`src/hw/host_port_regs.svh`:
```
// Purpose: constants of the parallel host port
// Assumes: 50 MHz clk, 10-bit conversion words
// Notes: timing counts are ns figures divided by HP_CLK_NS, at least one
`ifndef HOST_PORT_REGS_SVH
`define HOST_PORT_REGS_SVH
`define HP_DATA_W 10
`define HP_FIFO_DEPTH 16
`define HP_CLK_NS 20
`define HP_CTRL0_ADDR 1'h0
`define HP_CTRL1_ADDR 1'h1
`define HP_CTRL0_RESET 10'h000
`define HP_CTRL1_RESET 10'h030
`define HP_COMBINED_BIT 6
`define HP_READY_DROP_NS 12
`define HP_READY_DROP_CYC \
  (((`HP_READY_DROP_NS / `HP_CLK_NS) < 1) ? 1 : \
   (`HP_READY_DROP_NS / `HP_CLK_NS))
`endif

```
`src/hw/host_port_pkg.sv`:
```
// Purpose: types of the parallel host port
// Assumes: constants come from host_port_regs.svh
// Notes: none
package host_port_pkg;
  typedef enum logic [1:0] {
    ACC_IDLE = 2'b00,
    ACC_READ = 2'b01,
    ACC_WRITE = 2'b10
  } access_t;
endpackage

```
`src/hw/adc_parallel_host_port.sv`:
```
// Purpose: strobe-driven parallel host port of a dual-input converter
// Assumes: pins pass two flip-flops; conversion words arrive on clk
// Notes: strobes are rebuilt on clk, so edges are seen two clk cycles late
`include "host_port_regs.svh"
module adc_parallel_host_port (
  input wire logic clk,
  input wire logic rst_b,
  input wire logic select_low_input_b,
  input wire logic select_high_input,
  input wire logic read_b,
  input wire logic write_b,
  input wire logic reg_addr,
  input wire logic [`HP_DATA_W-1:0] data_in,
  output logic [`HP_DATA_W-1:0] data_out,
  output logic data_oe,
  input wire logic conversion_clock,
  input wire logic sample_valid,
  output logic sample_ready,
  input wire logic [`HP_DATA_W-1:0] sample_data,
  output logic sample_ready_flag,
  output logic [`HP_DATA_W-1:0] ctrl0,
  output logic [`HP_DATA_W-1:0] ctrl1
);
  localparam int SYNC_W = 5 + `HP_DATA_W;
  localparam int DROP_CYC = `HP_READY_DROP_CYC;
  logic [SYNC_W-1:0] pin_async;
  logic [SYNC_W-1:0] sync1_reg;
  logic [SYNC_W-1:0] sync2_reg;
  logic cs_low_b_s;
  logic cs_high_s;
  logic rd_b_s;
  logic wr_b_s;
  logic addr_s;
  logic [`HP_DATA_W-1:0] bus_s;
  logic selected;
  logic combined;
  logic rd_act;
  logic wr_act;
  host_port_pkg::access_t acc_next;
  host_port_pkg::access_t acc_reg;
  logic fifo_valid;
  logic [`HP_DATA_W-1:0] fifo_data;
  logic pop;
  logic [`HP_DATA_W-1:0] ctrl0_reg;
  logic [`HP_DATA_W-1:0] ctrl1_reg;
  logic [`HP_DATA_W-1:0] dout_reg;
  logic flag_reg;

  // conversion_clock only matters to host timing; kept as a visible pin
  assign pin_async = {select_low_input_b, select_high_input, read_b,
                      write_b, reg_addr, data_in};

  always_ff @(posedge clk or negedge rst_b)
  begin
    if (!rst_b)
    begin
      sync1_reg <= {2'b10, 2'b11, 1'b0, {`HP_DATA_W{1'b0}}};
      sync2_reg <= {2'b10, 2'b11, 1'b0, {`HP_DATA_W{1'b0}}};
    end
    else
    begin
      sync1_reg <= pin_async;
      sync2_reg <= sync1_reg;
    end
  end

  assign {cs_low_b_s, cs_high_s, rd_b_s, wr_b_s, addr_s, bus_s} = sync2_reg;

  assign selected = !cs_low_b_s && cs_high_s;
  assign combined = ctrl1_reg[`HP_COMBINED_BIT];

  always_comb
  begin
    if (combined)
    begin
      // read input ignored; direction high reads, low writes
      rd_act = wr_b_s;
      wr_act = !wr_b_s;
    end
    else
    begin
      rd_act = !rd_b_s && wr_b_s;
      wr_act = !wr_b_s && rd_b_s;
    end
  end

  always_comb
  begin
    acc_next = host_port_pkg::ACC_IDLE;
    if (selected && rd_act)
    begin
      acc_next = host_port_pkg::ACC_READ;
    end
    else if (selected && wr_act)
    begin
      acc_next = host_port_pkg::ACC_WRITE;
    end
  end

  always_ff @(posedge clk or negedge rst_b)
  begin
    if (!rst_b)
    begin
      acc_reg <= host_port_pkg::ACC_IDLE;
    end
    else
    begin
      acc_reg <= acc_next;
    end
  end

  // one word leaves the buffer at the start of each read strobe
  assign pop = (acc_next == host_port_pkg::ACC_READ) &&
               (acc_reg != host_port_pkg::ACC_READ) && fifo_valid;

  sample_fifo #(
    .WIDTH(`HP_DATA_W),
    .DEPTH(`HP_FIFO_DEPTH)
  ) u_fifo (
    .clk(clk),
    .rst_b(rst_b),
    .in_valid(sample_valid),
    .in_ready(sample_ready),
    .in_data(sample_data),
    .out_valid(fifo_valid),
    .out_ready(pop),
    .out_data(fifo_data)
  );

  always_ff @(posedge clk or negedge rst_b)
  begin
    if (!rst_b)
    begin
      dout_reg <= '0;
    end
    else if (pop)
    begin
      dout_reg <= fifo_data;
    end
  end

  assign data_out = dout_reg;
  assign data_oe = (acc_reg == host_port_pkg::ACC_READ);

  // flag follows buffer occupancy but drops as soon as a read begins
  always_ff @(posedge clk or negedge rst_b)
  begin
    if (!rst_b)
    begin
      flag_reg <= 1'b0;
    end
    else if (acc_next == host_port_pkg::ACC_READ)
    begin
      flag_reg <= 1'b0;
    end
    else
    begin
      flag_reg <= fifo_valid;
    end
  end

  assign sample_ready_flag = flag_reg;

  // registers reload on every cycle of the write strobe; last word wins,
  // so a word still settling through the synchronisers is overwritten
  always_ff @(posedge clk or negedge rst_b)
  begin
    if (!rst_b)
    begin
      ctrl0_reg <= `HP_CTRL0_RESET;
      ctrl1_reg <= `HP_CTRL1_RESET;
    end
    else if (acc_next == host_port_pkg::ACC_WRITE)
    begin
      if (addr_s == `HP_CTRL0_ADDR)
      begin
        ctrl0_reg <= bus_s;
      end
      else
      begin
        ctrl1_reg <= bus_s;
      end
    end
  end

  assign ctrl0 = ctrl0_reg;
  assign ctrl1 = ctrl1_reg;

  property p_read_oe;
    @(posedge clk) disable iff (!rst_b)
    (selected && rd_act) |=> data_oe;
  endproperty
  a_read_oe: assert property (p_read_oe)
    else $error("read strobe missing");

  property p_read_drop;
    @(posedge clk) disable iff (!rst_b)
    !selected |=> !data_oe;
  endproperty
  a_read_drop: assert property (p_read_drop)
    else $error("read strobe not removed");

  property p_oe_only_read;
    @(posedge clk) disable iff (!rst_b)
    data_oe |-> $past(!cs_low_b_s && cs_high_s &&
                      (combined ? wr_b_s : (!rd_b_s && wr_b_s)));
  endproperty
  a_oe_only_read: assert property (p_oe_only_read)
    else $error("bus driven without read");

  property p_write_load;
    @(posedge clk) disable iff (!rst_b)
    (selected && wr_act && addr_s) |=> ctrl1_reg == $past(bus_s);
  endproperty
  a_write_load: assert property (p_write_load)
    else $error("control 1 not loaded");

  property p_write_end;
    @(posedge clk) disable iff (!rst_b)
    !selected |=> $stable(ctrl0_reg) && $stable(ctrl1_reg);
  endproperty
  a_write_end: assert property (p_write_end)
    else $error("write without strobe");

  property p_both_none;
    @(posedge clk) disable iff (!rst_b)
    (!combined && !rd_b_s && !wr_b_s) |=> !data_oe && $stable(ctrl1_reg);
  endproperty
  a_both_none: assert property (p_both_none)
    else $error("strobe with both inputs active");

  property p_flag_drop;
    @(posedge clk) disable iff (!rst_b)
    (selected && rd_act) |-> ##[1:DROP_CYC] !sample_ready_flag;
  endproperty
  a_flag_drop: assert property (p_flag_drop)
    else $error("ready flag not withdrawn");

  property p_combined_read;
    @(posedge clk) disable iff (!rst_b)
    (combined && selected && wr_b_s) |=> data_oe;
  endproperty
  a_combined_read: assert property (p_combined_read)
    else $error("direction high did not read");
endmodule

```
`src/hw/sample_fifo.sv`:
```
// Purpose: word buffer between conversion pipeline and host reads
// Assumes: single clock, valid/ready both sides
// Notes: full and empty derived from an occupancy count
module sample_fifo #(
  parameter int WIDTH = 10,
  parameter int DEPTH = 16
) (
  input wire logic clk,
  input wire logic rst_b,
  input wire logic in_valid,
  output logic in_ready,
  input wire logic [WIDTH-1:0] in_data,
  output logic out_valid,
  input wire logic out_ready,
  output logic [WIDTH-1:0] out_data
);
  localparam int AW = $clog2(DEPTH);
  logic [WIDTH-1:0] mem [DEPTH];
  logic [AW-1:0] wr_ptr_reg;
  logic [AW-1:0] rd_ptr_reg;
  logic [AW:0] count_reg;
  logic push;
  logic pop;

  assign in_ready = (count_reg != (AW+1)'(DEPTH));
  assign out_valid = (count_reg != '0);
  assign push = in_valid && in_ready;
  assign pop = out_valid && out_ready;
  assign out_data = mem[rd_ptr_reg];

  always_ff @(posedge clk)
  begin
    if (push)
    begin
      mem[wr_ptr_reg] <= in_data;
    end
  end

  always_ff @(posedge clk or negedge rst_b)
  begin
    if (!rst_b)
    begin
      wr_ptr_reg <= '0;
      rd_ptr_reg <= '0;
      count_reg <= '0;
    end
    else
    begin
      if (push)
      begin
        wr_ptr_reg <= wr_ptr_reg + 1'b1;
      end
      if (pop)
      begin
        rd_ptr_reg <= rd_ptr_reg + 1'b1;
      end
      if (push && !pop)
      begin
        count_reg <= count_reg + 1'b1;
      end
      else if (pop && !push)
      begin
        count_reg <= count_reg - 1'b1;
      end
    end
  end
endmodule

```
`config.mk`:
```
export PLATFORM = sky130hd
export DESIGN_NAME = adc_parallel_host_port
export DESIGN_NICKNAME = d
export VERILOG_FILES = /design/src/hw/host_port_pkg.sv /design/src/hw/adc_parallel_host_port.sv /design/src/hw/sample_fifo.sv
export VERILOG_INCLUDE_DIRS = /design/src /design/src/hw
export SDC_FILE = /design/constraint.sdc
export NUM_CORES = 1
export LEC_CHECK = 0
export BUFFER_PORTS_ARGS = -buffer_cell sky130_fd_sc_hd__clkbuf_2
export CAP_MARGIN = 20
export CORE_MARGIN = 3
export CORE_UTILIZATION = 28
export CTS_CLUSTER_DIAMETER = 40
export CTS_CLUSTER_SIZE = 20
export DETAILED_ROUTE_END_ITERATION = 7
export PLACE_DENSITY_LB_ADDON = 0.25
export SYNTH_ARGS = -nofsm -noshare
export SYNTH_HDL_FRONTEND = slang
export SYNTH_SLANG_ARGS = --single-unit
```
`constraint.sdc`:
```
create_clock -name clk -period 6 [get_ports clk]
set_input_delay 0.3 -clock clk [delete_from_list [all_inputs] [get_ports clk]]
set_output_delay 0.3 -clock clk [all_outputs]
set_load 0.02 [all_outputs]
```
== After elaboration in Yosys (flattened, before gate mapping) ==
Memories as Yosys holds them, arrays and structs flattened. A register that Yosys moved wholly into a read port is not among the register bits.
Index checks and enable logic that the tools add are counted.
Cells by class
  reduce and logical (&&, ||, !) cells: 21
  mux-type cells: 9
  bitwise operators: 1
  add/sub/neg operators: 4
  equal/unequal tests: 5
Operators with widths (number)
  $logic_and 1x1->1: 11
  $mux 5: 2
  $add 4x1->4 const B: 2
  $logic_not 1->1: 6
  $add 5x1->5 const B: 1
  $mux 1: 5
  $ne 5x5->1 const B: 1
  $reduce_bool 5->1: 1
  $sub 5x1->5 const B: 1
  $eq 2x1->1 const B: 2
  $mux 2: 2
  $reduce_and 2->1: 2
  $eq 2x2->1 const B: 1
  $ne 2x1->1 const B: 1
  $reduce_bool 2->1: 1
  $not 1->1: 1
Storage, ports and cells
  register bits after elaboration: 66
  output and inout bits: 33
  input bits: 29
  memories: 1
  memory bits (writable): 160
  word-level logic and storage cells: 50
Memory list
  u_fifo.mem: words 16, width 10, rd ports 1, clocked after Yosys merged registers in 1, write ports 1, RTL line sample_fifo.sv:18  | logic [WIDTH-1:0] mem [DEPTH];

== Logic depth before layout (Yosys ltp) ==
  depth in word-level cells: 13
  mapped depth: 12
  depth with buffers taken out: 11

== Modules after synthesis ==
A second synthesis with hierarchy kept.
Second synthesis, totals
  cell total of the unflattened synthesis: 481
  area, all modules: 8999.9 µm²
Modules (own cells, without submodules)
  sample_fifo: cells each 373, area each 6936.7 µm², instances 1, seq. area each 5129.9 µm²
  adc_parallel_host_port: cells each 108, area each 2063.2 µm², instances 1, seq. area each 1586.5 µm²

== Worst setup path before layout ==
Ideal clock, no wire load.
  path kind: register -> register
  from: register u_fifo.count_reg[0]
  to: register u_fifo.count_reg[4]
  library setup time: 80 ps
  period minus slack after synthesis: 2891 ps
  stages on the path, launching flop included: 13
  data required time: 5920 ps
  data arrival time: 2811 ps
  buffers on the path: 1
  slack: 3109 ps
  path through: dfrtp_1 > or4_4 > o2111ai_4 > nor2_4 > buf_6 > inv_1 > ha_1 > inv_1 > fa_1 > a21o_1 > a21oi_1 > mux2i_1 > xnor2_1
Between the ends
  longest elaborated chain between the ends: 6
  elaborated cells on any way between the ends: 14
  those cells by class: add/sub (2); eq/ne (1); mux (2); reduce/logical (9)
Ends and longest elaborated chain
  from (decl): RTL line sample_fifo.sv:21  | logic [AW:0] count_reg;
  from (signal assigned): RTL line sample_fifo.sv:59  | count_reg <= count_reg + 1'b1;
  from (signal assigned): RTL line sample_fifo.sv:63  | count_reg <= count_reg - 1'b1;
  parallel branches: the longest is 6 deep, another holds $sub 5x1->5
Several ways; the timed one is not identified. The select of a mux whose other input is x is not followed.
A chain may end at the register's enable or synchronous reset.

== Worst setup path after layout ==
Same ends and word-level chain as after synthesis.

==> impl_metrics.json <==
{
  "reg2regPathDepth": 11,
  "setup_viol": 0,
  "drv_slew": 0,
  "mostFrequentLayoutCell": "edfxtp_1",
  "final_cell_mix": "edfxtp_1, dfrtp_1, clkbuf_2",
  "numClockSinks": 236,
  "cpLargestDelayFamily": "simple AND/OR/NAND/NOR gates",
  "crit_chain": "or4_4 > o2111ai_4 > nor2_4 > inv_1 > ha_1 > inv_1 > fa_1 > a21o_1 > a21oi_1 > mux2i_1 > xnor2_1",
  "final_cells": 978,
  "r2r-end": "u_fifo.count_reg[4]",
  "synth_cells": 440,
  "grt_max_degree": 77,
  "clk_pin_slew_ns": 0.06,
  "min_path_cells": 1,
  "largest_register_ffs": 160,
  "htreeDepth": 2,
  "min_to": "u_fifo.mem[1][7]",
  "synth.cell_area_um2": 8880,
  "dp_slack_ns": 2.91,
  "ant_nets": 0,
  "port_buffers": 60,
  "fillers": 2902,
  "yosysWarnings": 0,
  "fin_nets": 593,
  "worst_path_max_delay_cell": "or4_4",
  "syn_nets": 479,
  "switching_share": 0.281,
  "worstPathArrival_ns": 3.50,
  "rsz0062_at_grt": "false",
  "r2r-start": "u_fifo.count_reg[0]",
  "crit_path_frequent_cell": "inv_1",
  "area_growth_pct": 26.8,
  "die_w_um": 184,
  "tns_ns": 0,
  "vias": 4369,
  "fin_area_um2": 11300,
  "dieArea_um2": 33900,
  "cp-end-kind": "register",
  "antenna_found_initial": 0,
  "overflow": 0,
  "yosys.area.top_type": "edfxtp_1",
  "cellLeakagePower_nw": 4.12,
  "routed_wl_um": 18900,
  "critPathKind": "reg -> reg",
  "status": "complete, no violations",
  "p_switching_mw": 1.61,
  "max-slew-margin-rel": 0.369,
  "drive_gt1_frac": 0.393,
  "crit_required_ns": 6.41,
  "dp_hpwl_um": 11900,
  "vdd_drop_max_uv": 185,
  "path_max_fanout": 13,
  "synth_seq_cells": 236,
  "place_area_um2": 9680,
  "fin_ws_ns": 2.91,
  "diodes": 0,
  "boundaryPins": 62,
  "synthTopCellsByArea": "edfxtp_1, dfrtp_1, mux4_2",
  "regToRegSetupSlack_ns": 2.91,
  "combPwrFrac": 0.217,
  "cts_buffers": 36,
  "pwr-share-clk": 0.399,
  "worst_slew_pin_slew_ns": 0.946,
  "dp_cells": 889,
  "worst_skew_pair.late_latency_ns": 0.50,
  "syn_area_per_cell_um2": 20.2,
  "firstDrtPassIters": 4,
  "synth.distinct_cells": 38,
  "netlist.area_leader.share": 0.541,
  "hold_class": "in -> reg",
  "ctsRootBufferMaster": "clkbuf_16",
  "cts_tree": "yes",
  "final_hold_viol_count": 0,
  "cellPowerDensity_nw_per_um2": 507,
  "utilization": 0.364,
  "fin_worst_skew_ns": 0.0201,
  "post-route-min-period_ns": 3.09,
  "drcViolationCount": 0,
  "routabilityCongestion": 0.702,
  "track_usage": 0.115,
  "post-route-period-util": 0.515,
  "power_mw": 5.71,
  "power_frac_seq": 0.384,
  "avgRoutedWirePerCell_um": 19.3,
  "first_iter_violations": 215,
  "cts_buffer_depth": 3,
  "grt_pass1_wl_um": 29300,
  "viasPerCell": 4.47,
  "grt_pass1_vias": 4845,
  "start_util": 0.287,
  "hold_slack_ns": 0.234,
  "coreArea_um2": 30900,
  "cp.buffers_inverters": 2,
  "die_h_um": 184,
  "drv_cap": 0,
  "yosysSeqAreaShare": 0.757,
  "start_kind": "register",
  "std_cell_rows": 64,
  "intPower_mw": 4.10,
  "fmax_mhz": 324,
  "slowest_delay_ns": 0.59,
  "hp-start": "sample_data[7]"
}
[worst max path at each step]
stage | start | end | slack, ns | cells after the start
after global routing | u_fifo.count_reg[0] | u_fifo.count_reg[4] | 2.69 | 11
after global placement | u_fifo.count_reg[0] | u_fifo.count_reg[4] | 2.95 | 11
after detailed placement | u_fifo.count_reg[0] | u_fifo.count_reg[4] | 2.91 | 11
after CTS | u_fifo.count_reg[0] | u_fifo.count_reg[4] | 2.89 | 11
final | u_fifo.count_reg[0] | u_fifo.count_reg[4] | 2.91 | 11
after floorplan | u_fifo.count_reg[0] | u_fifo.count_reg[4] | 3.11 | 12
[power groups by stage]
| stage | combinational [mW] | sequential, mW | clock [mW] |
|---|---|---|---|
| 2_1_floorplan | 0.830 | 2.20 | 0 |
| 3_3_place_gp | 1.21 | 2.22 | 0 |
| 3_5_place_dp | 1.25 | 2.23 | 0 |
| 4_1_cts | 1.26 | 2.20 | 2.33 |
| 5_1_grt | 1.35 | 2.24 | 2.40 |
| 6_report | 1.24 | 2.19 | 2.28 |
[cell families after synthesis]
kind of cell,Yosys count,share of synthesized area
flops,236,0.757
xor+xnor,10,0.00987
fa+ha+maj,10,0.0149
simple gates,48,0.0269
mux,83,0.158
buf+inv,24,0.0127
compound gates,29,0.0211
[synthesized netlist by cell type (all sizes together)]
cell	instances
nand3	1
or4	1
nor4	1
ha	9
edfxtp	160
nand2b	4
mux2i	11
dfrtp	68
dfstp	8
clkbuf	4
nor3	5
nand2	10
o22ai	10
buf	16
o21ai	3
fa	1
inv	4
a21o	2
nor2	18
xnor2	6
nor3b	2
nand4	1
a21oi	12
xor2	4
or2	1
nor2b	2
a21boi	1
and3	1
mux4	40
mux2	32
o2111ai	1
and2b	1
[layer usage]
layer	share of wire	track usage
met2	0.51	0.194
met5	0	0
met3	0.042	0.0247
met1	0.43	0.146
met4	0.023	0.0387
[final cells by class]
type                    instances  area, um^2  area share
well taps                     396         495      0.0440
multi-input cells             180        2050       0.182
inverters                       4        15.0     0.00133
repair buffers                 96         632      0.0562
clock buffers                  40         947      0.0842
clock inverters                26         397      0.0352
flip-flops and latches        236        6720       0.597
[timing repair]
| action | CTS | global route |
|---|---|---|
| endpoints found under the hold margin | 82 | 0 |
| gates resized for setup | 0 | 0 |
| setup buffers | 0 | 0 |
| hold buffers | 16 | 0 |
Note: power is estimated with default switching activity, not from simulation.
